==> src/design/gpvdl_params.svh <==
// Constants of the pin value and descriptor length register bank.
// Assumes it is included by bare name; guarded against double inclusion.
`ifndef GPVDL_PARAMS_SVH
`define GPVDL_PARAMS_SVH

// ----------------------------------------------------------------------
// Register offsets, byte addresses on APB
// ----------------------------------------------------------------------
`define GPVDL_ADDR_W         12
`define GPVDL_OFS_PIN_VALUE  12'h0ac
`define GPVDL_OFS_CAP_LEN    12'h100
`define GPVDL_OFS_SS_LEN     12'h104

// ----------------------------------------------------------------------
// Field positions
// ----------------------------------------------------------------------
`define GPVDL_PIN_W          31
`define GPVDL_LEN_W          8
`define GPVDL_CAP_LEN_MSB    7
`define GPVDL_CAP_LEN_LSB    0
`define GPVDL_SS_POLL_MSB    23
`define GPVDL_SS_POLL_LSB    16
`define GPVDL_SS_DEV_MSB     15
`define GPVDL_SS_DEV_LSB     8
`define GPVDL_SS_CFG_MSB     7
`define GPVDL_SS_CFG_LSB     0

// ----------------------------------------------------------------------
// Reset values
// ----------------------------------------------------------------------
`define GPVDL_PIN_VALUE_RST  31'h0000_0000
`define GPVDL_CAP_LEN_RST    8'h00
`define GPVDL_SS_POLL_RST    8'h06
`define GPVDL_SS_DEV_RST     8'h00
`define GPVDL_SS_CFG_RST     8'h00
`define GPVDL_DESC_ABSENT    8'h00

`endif

==> src/design/gpvdl_pkg.sv <==
// Types shared by the pin value and descriptor length register bank.
// Assumes gpvdl_params.svh is on the include path.
`include "gpvdl_params.svh"

package gpvdl_pkg;

    // ------------------------------------------------------------------
    // APB carriers
    // ------------------------------------------------------------------
    typedef struct packed {
        logic                      psel;
        logic                      penable;
        logic                      pwrite;
        logic [`GPVDL_ADDR_W-1:0]  paddr;
        logic [31:0]               pwdata;
        logic [3:0]                pstrb;
    } gpvdl_apb_req_t;

    typedef struct packed {
        logic [31:0]               prdata;
        logic                      pready;
        logic                      pslverr;
    } gpvdl_apb_rsp_t;

    // ------------------------------------------------------------------
    // Descriptor kinds and attribute fields
    // ------------------------------------------------------------------
    typedef enum logic [1:0] {
        GPVDL_DESC_CAP    = 2'b00,
        GPVDL_DESC_SS_DEV = 2'b01,
        GPVDL_DESC_SS_CFG = 2'b10
    } gpvdl_desc_kind_t;

    typedef struct packed {
        logic [`GPVDL_LEN_W-1:0]   poll;
        logic [`GPVDL_LEN_W-1:0]   dev_len;
        logic [`GPVDL_LEN_W-1:0]   cfg_len;
    } gpvdl_superspeed_length_reg_t;

    typedef struct packed {
        logic [`GPVDL_PIN_W-1:0]   pin_value;
        logic [`GPVDL_PIN_W-1:0]   pin_image;
        logic [`GPVDL_PIN_W-1:0]   oe_n;
        logic                      image_valid;
        logic                      pins_enabled;
        logic [`GPVDL_LEN_W-1:0]   cap_len;
        gpvdl_superspeed_length_reg_t            ss;
        gpvdl_apb_rsp_t            rsp;
    } gpvdl_state_t;

endpackage

==> src/design/gpvdl_pin_sync.sv <==
// Three-stage synchroniser for asynchronous pin levels.
// Assumes pins may change at any time relative to clk_i.
`timescale 1ns/1ps

module gpvdl_pin_sync #(
    parameter int W = 31
) (
    // Clock and reset
    input  wire logic          clk_i,
    input  wire logic          rst_n_i,
    // Levels
    input  wire logic [W-1:0]  async_i,
    output logic      [W-1:0]  level_o
);
    typedef struct packed {
        logic [W-1:0] s1;
        logic [W-1:0] s2;
        logic [W-1:0] s3;
        logic [W-1:0] level;
    } gpvdl_sync_state_t;

    gpvdl_sync_state_t st_reg;
    gpvdl_sync_state_t st_next;
    logic [W-1:0]      agree;

    // A bit is taken over only once the second and third stages agree.
    assign agree = ~(st_reg.s2 ^ st_reg.s3);

    always_comb begin
        st_next       = st_reg;
        st_next.s1    = async_i;
        st_next.s2    = st_reg.s1;
        st_next.s3    = st_reg.s2;
        st_next.level = (st_reg.level & ~agree) | (st_reg.s3 & agree);
    end

    always_ff @(posedge clk_i) begin
        if (!rst_n_i) begin
            st_reg <= '0;
        end else begin
            st_reg <= st_next;
        end
    end

    assign level_o = st_reg.level;
endmodule

==> src/design/gpvdl_desc_len.sv <==
// Descriptor length lookup for emulated descriptor handling.
// Assumes requests come from logic on the same clock.
`timescale 1ns/1ps
`include "gpvdl_params.svh"

module gpvdl_desc_len
    import gpvdl_pkg::*;
(
    // Clock and reset
    input  wire logic                     clk_i,
    input  wire logic                     rst_n_i,
    // Request
    input  wire logic                     req_i,
    input  wire gpvdl_desc_kind_t         kind_i,
    input  wire logic                     emul_i,
    // Attribute values
    input  wire logic [`GPVDL_LEN_W-1:0]  cap_len_i,
    input  wire gpvdl_superspeed_length_reg_t           ss_i,
    // Answer
    output logic                          valid_o,
    output logic      [`GPVDL_LEN_W-1:0]  len_o,
    output logic                          present_o
);
    typedef struct packed {
        logic                     valid;
        logic [`GPVDL_LEN_W-1:0]  len;
        logic                     present;
    } gpvdl_desc_state_t;

    gpvdl_desc_state_t st_reg;
    gpvdl_desc_state_t st_next;

    always_comb begin
        st_next       = st_reg;
        st_next.valid = req_i;
        if (req_i) begin
            st_next.len = `GPVDL_DESC_ABSENT;
            if (emul_i) begin
                unique case (kind_i)
                    GPVDL_DESC_CAP:    st_next.len = cap_len_i;
                    GPVDL_DESC_SS_DEV: st_next.len = ss_i.dev_len;
                    GPVDL_DESC_SS_CFG: st_next.len = ss_i.cfg_len;
                    default:           st_next.len = `GPVDL_DESC_ABSENT;
                endcase
            end
            st_next.present = (st_next.len != `GPVDL_DESC_ABSENT);
        end
    end

    always_ff @(posedge clk_i) begin
        if (!rst_n_i) begin
            st_reg <= '0;
        end else begin
            st_reg <= st_next;
        end
    end

    assign valid_o   = st_reg.valid;
    assign len_o     = st_reg.len;
    assign present_o = st_reg.present;
endmodule

==> src/design/gpvdl_top.sv <==
// Pin value register and descriptor length attribute registers on APB.
// Assumes pin direction, reset protection, bus resets and the configuration
// image come from neighbouring logic on clk_i; pin levels are asynchronous.
//
// Functional notes
// - Output pins drive last written bit values.
// - Reads return sampled pin levels, any direction.
// - Configuration image loads pin value bits.
// - No configuration memory: pins undriven after reset.
// - Bus resets disable or restore pins.
// - Reset protection keeps contents across bus resets.
// - Capability length in bits 7:0, resets 00h.
// - Lengths used only in emulation without memory.
// - Capability block holds store and capability descriptors.
// - Polling interval bits 23:16, read-write, resets 06h.
//
// The APB interface to the registers was left to the implementer.
`timescale 1ns/1ps
`include "gpvdl_params.svh"

module gpvdl_top
    import gpvdl_pkg::*;
(
    // Clock and reset
    input  wire logic                     clk_i,
    input  wire logic                     rst_n_i,
    // APB slave
    input  wire gpvdl_apb_req_t           apb_i,
    output gpvdl_apb_rsp_t                apb_o,
    // Pins
    input  wire logic [`GPVDL_PIN_W-1:0]  pin_level_i,
    input  wire logic [`GPVDL_PIN_W-1:0]  pin_dir_i,
    output logic      [`GPVDL_PIN_W-1:0]  pin_out_o,
    output logic      [`GPVDL_PIN_W-1:0]  pin_oe_n_o,
    // Configuration memory and bus resets
    input  wire logic                     cfg_present_i,
    input  wire logic                     cfg_load_i,
    input  wire logic [`GPVDL_PIN_W-1:0]  cfg_pin_image_i,
    input  wire logic                     usb_reset_i,
    input  wire logic                     lite_soft_reset_i,
    input  wire logic                     reset_protect_i,
    input  wire logic                     descriptor_emulation_select_i,
    // Descriptor length lookup
    input  wire logic                     desc_req_i,
    input  wire gpvdl_desc_kind_t         desc_kind_i,
    output logic                          desc_valid_o,
    output logic      [`GPVDL_LEN_W-1:0]  desc_len_o,
    output logic                          desc_present_o,
    output logic      [`GPVDL_LEN_W-1:0]  ss_poll_interval_o
);

    // ------------------------------------------------------------------
    // State and decode
    // ------------------------------------------------------------------
    gpvdl_state_t                 st_reg;
    gpvdl_state_t                 st_next;
    logic [`GPVDL_PIN_W-1:0]      pin_sampled;
    logic                         setup_phase;
    logic                         access_done;
    logic                         wr_done;
    logic                         hit;
    logic [31:0]                  rd_data;
    logic                         bus_reset;
    logic                         image_load;
    logic                         emul_active;
    logic [31:0]                  pin_merged;
    logic [31:0]                  cap_merged;
    logic [31:0]                  ss_merged;

    // Merges write data into a register word under the byte strobes.
    function automatic logic [31:0] merge_strb(input logic [31:0] old_val,
                                               input logic [31:0] new_val,
                                               input logic [3:0]  strb);
        logic [31:0] res;
        res = old_val;
        for (int b = 0; b < 4; b++) begin
            if (strb[b]) begin
                res[b*8 +: 8] = new_val[b*8 +: 8];
            end
        end
        return res;
    endfunction

    assign setup_phase = apb_i.psel & ~apb_i.penable;
    assign access_done = apb_i.psel & apb_i.penable & st_reg.rsp.pready;
    assign wr_done     = access_done & apb_i.pwrite;
    assign bus_reset   = (usb_reset_i | lite_soft_reset_i) & ~reset_protect_i;
    assign image_load  = cfg_load_i & cfg_present_i;
    assign emul_active = ~cfg_present_i & descriptor_emulation_select_i;

    // ------------------------------------------------------------------
    // Pin sampling
    // ------------------------------------------------------------------
    gpvdl_pin_sync #(
        .W        (`GPVDL_PIN_W)
    ) u_pin_sync (
        .clk_i    (clk_i),
        .rst_n_i  (rst_n_i),
        .async_i  (pin_level_i),
        .level_o  (pin_sampled)
    );

    // ------------------------------------------------------------------
    // Read decode
    // ------------------------------------------------------------------
    always_comb begin
        rd_data = 32'h0000_0000;
        hit     = 1'b1;
        unique case (apb_i.paddr)
            `GPVDL_OFS_PIN_VALUE: begin
                rd_data[`GPVDL_PIN_W-1:0] = pin_sampled;
            end
            `GPVDL_OFS_CAP_LEN: begin
                rd_data[`GPVDL_CAP_LEN_MSB:`GPVDL_CAP_LEN_LSB] = st_reg.cap_len;
            end
            `GPVDL_OFS_SS_LEN: begin
                rd_data[`GPVDL_SS_POLL_MSB:`GPVDL_SS_POLL_LSB] = st_reg.ss.poll;
                rd_data[`GPVDL_SS_DEV_MSB:`GPVDL_SS_DEV_LSB]   = st_reg.ss.dev_len;
                rd_data[`GPVDL_SS_CFG_MSB:`GPVDL_SS_CFG_LSB]   = st_reg.ss.cfg_len;
            end
            default: begin
                hit = 1'b0;
            end
        endcase
    end

    // Write values merged over the old fields; reserved bits follow pwdata and are not stored.
    assign pin_merged = merge_strb({1'b0, st_reg.pin_value}, apb_i.pwdata, apb_i.pstrb);
    assign cap_merged = merge_strb({24'h00_0000, st_reg.cap_len}, apb_i.pwdata, apb_i.pstrb);
    assign ss_merged  = merge_strb({8'h00, st_reg.ss}, apb_i.pwdata, apb_i.pstrb);

    // ------------------------------------------------------------------
    // Next state
    // ------------------------------------------------------------------
    always_comb begin
        st_next            = st_reg;
        st_next.rsp.pready = setup_phase;
        if (setup_phase) begin
            st_next.rsp.prdata  = apb_i.pwrite ? 32'h0000_0000 : rd_data;
            st_next.rsp.pslverr = ~hit;
        end
        // Bus resets act first, so a load or a write in the same cycle wins.
        if (bus_reset) begin
            if (cfg_present_i && st_reg.image_valid) begin
                st_next.pin_value    = st_reg.pin_image;
                st_next.pins_enabled = 1'b1;
            end else begin
                st_next.pins_enabled = 1'b0;
            end
            st_next.cap_len    = `GPVDL_CAP_LEN_RST;
            st_next.ss.poll    = `GPVDL_SS_POLL_RST;
            st_next.ss.dev_len = `GPVDL_SS_DEV_RST;
            st_next.ss.cfg_len = `GPVDL_SS_CFG_RST;
        end
        if (image_load) begin
            st_next.pin_image    = cfg_pin_image_i;
            st_next.pin_value    = cfg_pin_image_i;
            st_next.image_valid  = 1'b1;
            st_next.pins_enabled = 1'b1;
        end
        // Attribute writes are stored even with memory present; software keeps off them.
        if (wr_done && hit) begin
            unique case (apb_i.paddr)
                `GPVDL_OFS_PIN_VALUE: begin
                    st_next.pin_value    = pin_merged[`GPVDL_PIN_W-1:0];
                    st_next.pins_enabled = 1'b1;
                end
                `GPVDL_OFS_CAP_LEN: begin
                    st_next.cap_len = cap_merged[`GPVDL_CAP_LEN_MSB:`GPVDL_CAP_LEN_LSB];
                end
                `GPVDL_OFS_SS_LEN: begin
                    st_next.ss.poll    = ss_merged[`GPVDL_SS_POLL_MSB:`GPVDL_SS_POLL_LSB];
                    st_next.ss.dev_len = ss_merged[`GPVDL_SS_DEV_MSB:`GPVDL_SS_DEV_LSB];
                    st_next.ss.cfg_len = ss_merged[`GPVDL_SS_CFG_MSB:`GPVDL_SS_CFG_LSB];
                end
                default: begin
                    st_next.rsp.pslverr = 1'b1;
                end
            endcase
        end
        // Enables follow the new enable state so pins release with it.
        st_next.oe_n = ~(pin_dir_i & {`GPVDL_PIN_W{st_next.pins_enabled}});
    end

    // ------------------------------------------------------------------
    // Registers
    // ------------------------------------------------------------------
    always_ff @(posedge clk_i) begin
        if (!rst_n_i) begin
            st_reg           <= '0;
            st_reg.pin_value <= `GPVDL_PIN_VALUE_RST;
            st_reg.oe_n      <= '1;
            st_reg.cap_len   <= `GPVDL_CAP_LEN_RST;
            st_reg.ss.poll   <= `GPVDL_SS_POLL_RST;
        end else begin
            st_reg <= st_next;
        end
    end

    assign apb_o              = st_reg.rsp;
    assign pin_out_o          = st_reg.pin_value;
    assign pin_oe_n_o         = st_reg.oe_n;
    assign ss_poll_interval_o = st_reg.ss.poll;

    // ------------------------------------------------------------------
    // Descriptor length lookup
    // ------------------------------------------------------------------
    gpvdl_desc_len u_desc_len (
        .clk_i      (clk_i),
        .rst_n_i    (rst_n_i),
        .req_i      (desc_req_i),
        .kind_i     (desc_kind_i),
        .emul_i     (emul_active),
        .cap_len_i  (st_reg.cap_len),
        .ss_i       (st_reg.ss),
        .valid_o    (desc_valid_o),
        .len_o      (desc_len_o),
        .present_o  (desc_present_o)
    );
endmodule

==> config.mk <==
export PLATFORM = sky130hd
export DESIGN_NAME = gpvdl_top
export DESIGN_NICKNAME = d
export VERILOG_FILES = /design/src/design/gpvdl_pkg.sv /design/src/design/gpvdl_pin_sync.sv /design/src/design/gpvdl_desc_len.sv /design/src/design/gpvdl_top.sv
export VERILOG_INCLUDE_DIRS = /design/src /design/src/design
export SDC_FILE = /design/constraint.sdc
export NUM_CORES = 1
export LEC_CHECK = 0
export BUFFER_PORTS_ARGS = -buffer_cell sky130_fd_sc_hd__buf_2
export CAP_MARGIN = 20
export CORE_MARGIN = 5
export CORE_UTILIZATION = 48
export CTS_CLUSTER_DIAMETER = 40
export CTS_CLUSTER_SIZE = 28
export DETAILED_ROUTE_END_ITERATION = 7
export PLACE_DENSITY = 0.87
export SYNTH_ARGS = -nofsm -noshare
export SYNTH_HDL_FRONTEND = slang
export SYNTH_SLANG_ARGS = --single-unit
==> constraint.sdc <==
create_clock -name clk_i -period 2.1 [get_ports clk_i]
set_clock_uncertainty 0.05 [all_clocks]
set_input_delay 0.105 -clock clk_i [delete_from_list [all_inputs] [get_ports clk_i]]
set_output_delay 0.105 -clock clk_i [all_outputs]
set_load 0.05 [all_outputs]
==> flow_metrics.env, run 1 <==
export IMPL_nets=1669
export IMPL_r2r_setup_slack_ns=0.19
export IMPL_synth_edf_count=0
export IMPL_grt_first_pass_wirelength_um=50300
export IMPL_total_switching_power_uw=3150
export IMPL_whs_ns=0.0539
export IMPL_rsz0062_at_grt="false"
export IMPL_drtIter0Drc=701
export IMPL_synth_top_area_share_pct=51.1
export IMPL_die_area_mm2=0.0272
export IMPL_path_buf_inv=0
export IMPL_crit_fanout=8
export IMPL_grt_pass1_vias=9762
export IMPL_syn_area_per_cell_um2=9.34
export IMPL_slowest_delay_ns=0.47
export IMPL_post_route_drc_count=0
export IMPL_min_delay_start="descriptor_emulation_select_i"
export IMPL_initial_core_util_pct=48.9
export IMPL_ys_async_sr_fraction_pct=0
export IMPL_synth_top_area_cell="dfxtp_1"
export IMPL_rows=56
export IMPL_status="finished, final reports clean"
export IMPL_synthCells=1232
export IMPL_pwr_share_clk_pct=47.2
export IMPL_worstSetupStartpoint="apb_o[1]$_SDFF_PN0_"
export IMPL_comb_power_share_pct=8.8
export IMPL_io_pins=269
export IMPL_hold_viol=0
export IMPL_grt_max_degree=120
export IMPL_cp_required_ns=2.43
export IMPL_r2r_end="st_reg[65]$_SDFFE_PN0P_"
export IMPL_clkLatencyLatePin_ns=0.50
export IMPL_worstMarginPinSlew_ns=0.987
export IMPL_area_growth_syn_to_layout_pct=30.4
export IMPL_reg2reg_depth=5
export IMPL_ant_nets=0
export IMPL_fin_crit_ns=1.91
export IMPL_max_slew_margin_pct=34.2
export IMPL_period_share_pct=90.7
export IMPL_start_kind="register"
export IMPL_setup_viol=0
export IMPL_drt_wirelength_per_cell_um=17.4
export IMPL_min_path_type="in2reg"
export IMPL_critPathSlowestCell="or3_1"
export IMPL_die_y_um=165
export IMPL_overflow=0
export IMPL_hold_depth=5
export IMPL_p_int_uw=10100
export IMPL_cts_tree="yes"
export IMPL_cts_made_buffers=36
export IMPL_portBuffers=266
export IMPL_yosys_top_cells_area="dfxtp_1 (51%), nand2_1 (8.5%), buf_4 (6.8%)"
export IMPL_clock_sinks=294
export IMPL_syn_num_nets=1387
export IMPL_drtPass1Iterations=5
export IMPL_die_x_um=165
export IMPL_yosysWarningCount=0
export IMPL_slew_viol_final=0
export IMPL_htreeDepth=2
export IMPL_path_cells="nand4_1 > or3_1 > o41a_1 > o21a_2 > a22o_1"
export IMPL_synth_distinct_cells=46
export IMPL_netlist_area_mm2=0.0115
export IMPL_yosysSeqAreaShare_pct=51.1
export IMPL_vias=9557
export IMPL_clk_pin_slew_ns=0.07
export IMPL_hpwl_um=20500
export IMPL_seqPwrFrac_pct=44.0
export IMPL_cap_violations=0
export IMPL_critical_path_top_delay_family="compound AO/OA/AOI/OAI gates"
export IMPL_synth_ff_type="dfxtp_1"
export IMPL_p_sw_share_pct=23.9
export IMPL_cp_end_kind="register"
export IMPL_worstReg2RegStart="apb_o[1]$_SDFF_PN0_"
export IMPL_ys_seq_elements=294
export IMPL_n_fill_cell=1805
export IMPL_drive_above_1_share_pct=23.4
export IMPL_via_per_inst=5.14
export IMPL_routed_wl_um=32400
export IMPL_track_usage_pct=23.2
export IMPL_fmax_ghz=0.525
export IMPL_antenna_found_initial=1
export IMPL_hold_path_end="u_desc_len.len_o[6]$_SDFFE_PN0P_"
export IMPL_place_gp_congestion=0.809
export IMPL_root_buffer="clkbuf_16"
export IMPL_crit_type="reg2reg"
export IMPL_p_leak_uw=0.00676
export IMPL_ctsResizeCount=0
export IMPL_power_density_mw_per_mm2=880
export IMPL_vdd_drop_max_mv=0.541
export IMPL_stdcell_count=1861
export IMPL_dp_cells=1660
export IMPL_clockBufferDepth=3
export IMPL_core_area_mm2=0.0235
export IMPL_crit_arrival_ns=2.24
## layout make-up
class                   instances  area [um^2]  area share, %
flip-flops and latches        294         5890           39.2
inverters                       3         11.3         0.0750
multi-input cells             755         4530           30.2
well taps                     319          399           2.66
repair buffers                424         2960           19.7
diodes                          2         5.00         0.0333
clock inverters                21          253           1.68
clock buffers                  43          958           6.39
## synth_stat cells (2+ instances only)
library cell / n
nor4_1: 2
clkbuf_1: 55
a22o_1: 8
o211a_1: 31
and3_1: 2
nand2b_1: 3
or4_1: 2
buf_4: 104
nor2_1: 11
mux2_2: 3
a21boi_0: 73
a21oi_1: 12
o21a_1: 2
nand4_1: 3
dfxtp_1: 294
nor3_1: 3
buf_2: 15
nand2_1: 262
nor2b_1: 11
a32o_1: 2
mux2i_1: 69
nand3_2: 3
o21ai_0: 48
buf_1: 6
nor2_2: 2
and2_1: 98
nand3_1: 42
a22oi_1: 16
inv_1: 3
o211ai_1: 31
## metal layers
metal | track usage, % | part of all wire [%] | vias to the layer above
met2 | 41.4 | 50 | 376
met1 | 26.5 | 39 | 4466
met5 | 0 | 0 | -
li1 | - | - | 4622
met3 | 5.27 | 7.3 | 93
met4 | 10.2 | 4.1 | 0
## power by group through the flow
stage | Clock (uW) | Sequential, uW | Combinational [uW]
final | 6230 | 5810 | 1160
after global routing | 6590 | 5830 | 1240
after CTS | 6330 | 5810 | 1140
after detailed placement | 0 | 5930 | 942
after global placement | 0 | 5920 | 925
after floorplan | 0 | 5920 | 668
## how the worst max path moves through the flow
stage | to | slack, ns | cells past startpoint
floorplan | st_reg[58]$_SDFFE_PN0P_ | -0.03 | 7
global placement | st_reg[62]$_SDFFE_PN0P_ | -0.10 | 6
detailed placement | st_reg[62]$_SDFFE_PN0P_ | -0.16 | 6
CTS | st_reg[65]$_SDFFE_PN0P_ | 0.23 | 5
global route | st_reg[59]$_SDFFE_PN0P_ | 0.09 | 5
finish | st_reg[65]$_SDFFE_PN0P_ | 0.19 | 5
## layout by cell type (no fill, tap or decap), types with 8 or more instances in the layout
cell / synthesis / routed
nor2b_1: 11 / 11
o211a_1: 31 / 31
mux2i_1: 69 / 69
buf_2: 15 / 265
o211ai_1: 31 / 31
buf_12: 0 / 8
o21ai_0: 48 / 48
a22oi_1: 16 / 16
nand2_1: 262 / 261
a22o_1: 8 / 8
a21boi_0: 73 / 73
nand3_1: 42 / 42
a21oi_1: 12 / 12
and2_1: 98 / 98
clkbuf_16: 0 / 37
buf_4: 104 / 15
nor2_1: 11 / 11
dlygate4sd3_1: 0 / 135
dfxtp_1: 294 / 294
## stage by stage
stage | power, uW | setup TNS [ns] | setup WS (ns) | cell area [um^2] | utilization, %
final | 13200 | 0 | 0.195 | 15000 | 63.7
after global routing | 13700 | 0 | 0.0886 | 15000 | 63.7
after CTS | 13300 | 0 | 0.232 | 15000 | 63.7
after detailed placement | 6870 | -4.75 | -0.163 | 12400 | 52.8
after global placement | 6850 | -2.19 | -0.103 | 12400 | 52.8
after floorplan | 6590 | -0.239 | -0.0299 | 11500 | -
## logic make-up after synthesis
logic type	count (synthesis)	synth area share [%]
muxes	72	6.30
DFF	294	51.1
other	1	0.0326
buffers and inverters	183	9.52
AOI/OAI and AO/OA	231	14.6
and+or+nand+nor	451	18.4
## timing repair
action	in CTS	in global routing
hold buffers	135	0
hold endpoints to repair	173	0
setup buffers	0	0
setup endpoints to repair	0	0
## worst register-to-register path: stages (launching register included)
cell and delay (ns):
dfxtp_1 0.32, nand4_1 0.10, or3_1 0.47, o41a_1 0.43
o21a_2 0.18, a22o_1 0.24
(Power assumes the default switching activity.)
==> run 2: changes to the inputs <==
--- a/config.mk
+++ b/config.mk
@@ -14,6 +14,7 @@
 export CTS_CLUSTER_SIZE = 28
 export DETAILED_ROUTE_END_ITERATION = 7
 export PLACE_DENSITY = 0.87
+export SLEW_MARGIN = 20
 export SYNTH_ARGS = -nofsm -noshare
 export SYNTH_HDL_FRONTEND = slang
 export SYNTH_SLANG_ARGS = --single-unit
==> constraint.sdc (replaced) <==
create_clock -name clk_i -period 2.1 [get_ports clk_i]
set_clock_uncertainty 0.05 [all_clocks]
set_input_delay 0.42 -clock clk_i [delete_from_list [all_inputs] [get_ports clk_i]]
set_output_delay 0.42 -clock clk_i [all_outputs]
set_load 0.05 [all_outputs]
==> run 2 against run 1 <==
  * Global-route usage down 2.7 points
  * Routed wire length down 10%
  * Worst hold slack worse by 0.031 ns
  * Maximum frequency down 7.7%
  * First-iteration DRC count down 32%
  * Die area unchanged
  * Critical path depth up 1
  * Sequential power about the same
  * Critical path type is now in2reg
  * Critical endpoint is now st_reg[59]$_SDFFE_PN0P_
  * Highest routed layer is now met5
==> flow_metrics.env, run 2 (synthesis results as in run 1) <==
export IMPL_status="finished, final reports clean"
export IMPL_root_buffer="clkbuf_16"
export IMPL_drive_above_1_share_pct=26.2
export IMPL_core_area_mm2=0.0235
export IMPL_stdcell_count=1750
export IMPL_vdd_drop_max_mv=0.626
export IMPL_total_power_uw=13600
export IMPL_place_area_mm2=0.0125
export IMPL_hold_viol=0
export IMPL_grt_max_degree=165
export IMPL_die_area_mm2=0.0272
export IMPL_period_share_pct=98.3
export IMPL_drtPass1Iterations=5
export IMPL_portBuffers=266
export IMPL_via_per_inst=5.13
export IMPL_reg2reg_depth=5
export IMPL_worstMarginPinSlew_ns=0.580
export IMPL_slew_viol_final=0
export IMPL_clkLatencyLatePin_ns=0.52
export IMPL_dp_cells=1664
export IMPL_setup_tns_ns=0
export IMPL_critPathSlowestCell="or4_1"
export IMPL_max_slew_margin_pct=61.3
export IMPL_die_y_um=165
export IMPL_initial_core_util_pct=48.9
export IMPL_power_density_mw_per_mm2=968
export IMPL_r2r_end="st_reg[59]$_SDFFE_PN0P_"
export IMPL_antenna_found_initial=3
export IMPL_ctsResizeCount=0
export IMPL_slowest_delay_ns=0.54
export IMPL_worstReg2RegStart="apb_o[1]$_SDFF_PN0_"
export IMPL_drt_wirelength_per_cell_um=16.6
export IMPL_hold_path_end="pin_oe_n_o[17]$_SDFF_PN1_"
export IMPL_die_x_um=165
export IMPL_drtIter0Drc=475
export IMPL_final_common_cell="dfxtp_1"
export IMPL_post_route_drc_count=0
export IMPL_cap_violations=0
export IMPL_htreeDepth=2
export IMPL_grt_first_pass_wirelength_um=44200
export IMPL_fmax_ghz=0.485
export IMPL_cts_tree="yes"
export IMPL_path_cells="buf_2 > or4_1 > or3_1 > o41a_1 > o21a_2 > a22o_1"
export IMPL_clock_sinks=294
export IMPL_rsz0062_at_grt="false"
export IMPL_rows=56
export IMPL_final_area_mm2=0.0140
export IMPL_whs_ns=0.0225
export IMPL_crit_type="in2reg"
export IMPL_fin_crit_ns=2.06
export IMPL_area_growth_syn_to_layout_pct=21.8
export IMPL_overflow=0
export IMPL_r2r_setup_slack_ns=0.20
export IMPL_ant_nets=0
export IMPL_crit_fanout=8
export IMPL_clockBufferDepth=3
export IMPL_final_cell_mix="dfxtp_1 (294), buf_2 (265), nand2_1 (261)"
export IMPL_start_kind="primary input"
export IMPL_cts_made_buffers=39
export IMPL_vias=8973
export IMPL_crit_arrival_ns=2.41
export IMPL_cp_end_kind="register"
export IMPL_min_path_type="in2reg"
export IMPL_place_gp_congestion=0.875
export IMPL_holdBufCountCts=14
export IMPL_hpwl_um=20300
export IMPL_cp_required_ns=2.45
export IMPL_grt_pass1_vias=8728
export IMPL_nets=1555
export IMPL_n_fill_cell=1985
export IMPL_track_usage_pct=20.5
export IMPL_p_leak_uw=0.00635
export IMPL_routed_wl_um=29000
export IMPL_setup_viol=0
export IMPL_io_pins=269
export IMPL_hold_depth=2
export IMPL_min_delay_start="pin_dir_i[17]"
export IMPL_cts_setup_buffers=0
export IMPL_clk_pin_slew_ns=0.06
-- run 2: cell count changes in the layout (fill, tap and decap cells not counted), moves of 2 or more --
cell / delta
inv_6: +7
nand3_2: -3
inv_8: +2
nand3_4: +3
clkinvlp_4: -2
buf_4: +3
clkinv_4: -4
dlygate4sd3_1: -121
clkbuf_1: -3
clkbuf_8: +5
clkbuf_16: +2
-- run 2: area by class of cell --
type | instances | area (um^2) | share of cell area, %
multi-input cells | 755 | 4560 | 32.5
clock inverters | 24 | 298 | 2.13
flip-flops and latches | 294 | 5890 | 42.0
well taps | 319 | 399 | 2.85
diodes | 1 | 2.50 | 0.0179
inverters | 3 | 11.3 | 0.0804
repair buffers | 307 | 1790 | 12.8
clock buffers | 47 | 1070 | 7.61
-- run 2: critical path, delay by kind of cell --
family	cells	cell delay, ns
buffers and inverters	1	0.09
AOI/OAI and AO/OA	3	0.85
and+or+nand+nor	2	1.05
-- run 2: worst max-delay path by stage --
stage          startpoint                      end  slack (ns)  cells after the start
2_1_floorplan   apb_i[42]  st_reg[58]$_SDFFE_PN0P_       -0.34                      7
3_3_place_gp    apb_i[42]  st_reg[64]$_SDFFE_PN0P_       -0.43                      6
3_5_place_dp    apb_i[42]  st_reg[59]$_SDFFE_PN0P_       -0.47                      6
4_1_cts         apb_i[42]  st_reg[59]$_SDFFE_PN0P_        0.07                      6
5_1_grt         apb_i[42]  st_reg[59]$_SDFFE_PN0P_        0.01                      6
6_report        apb_i[42]  st_reg[59]$_SDFFE_PN0P_        0.04                      6
-- run 2: metal layers --
layer | up-vias | track usage [%] | share of wire, % | wire length (um)
li1 | 4412 | - | - | -
met1 | 4128 | 23.8 | 39 | 11300
met2 | 347 | 35.4 | 49 | 14200
met3 | 82 | 4.72 | 7.7 | 2230
met4 | 4 | 10.4 | 4.3 | 1260
met5 | - | 0 | 0.090 | 26
-- run 2: metrics by stage --
step                worst slack, ns  utilization, %
global placement             -0.428            53.1
global route                 0.0135            59.5
finish                       0.0365            59.5
floorplan                    -0.345               -
CTS                          0.0669            59.5
detailed placement           -0.468            53.1
-- run 2: report_power, final --
part           switching [uW]  internal [uW]
logic                     612            367
clock network            2570           4210
registers                65.1           5740
total                    3250          10300
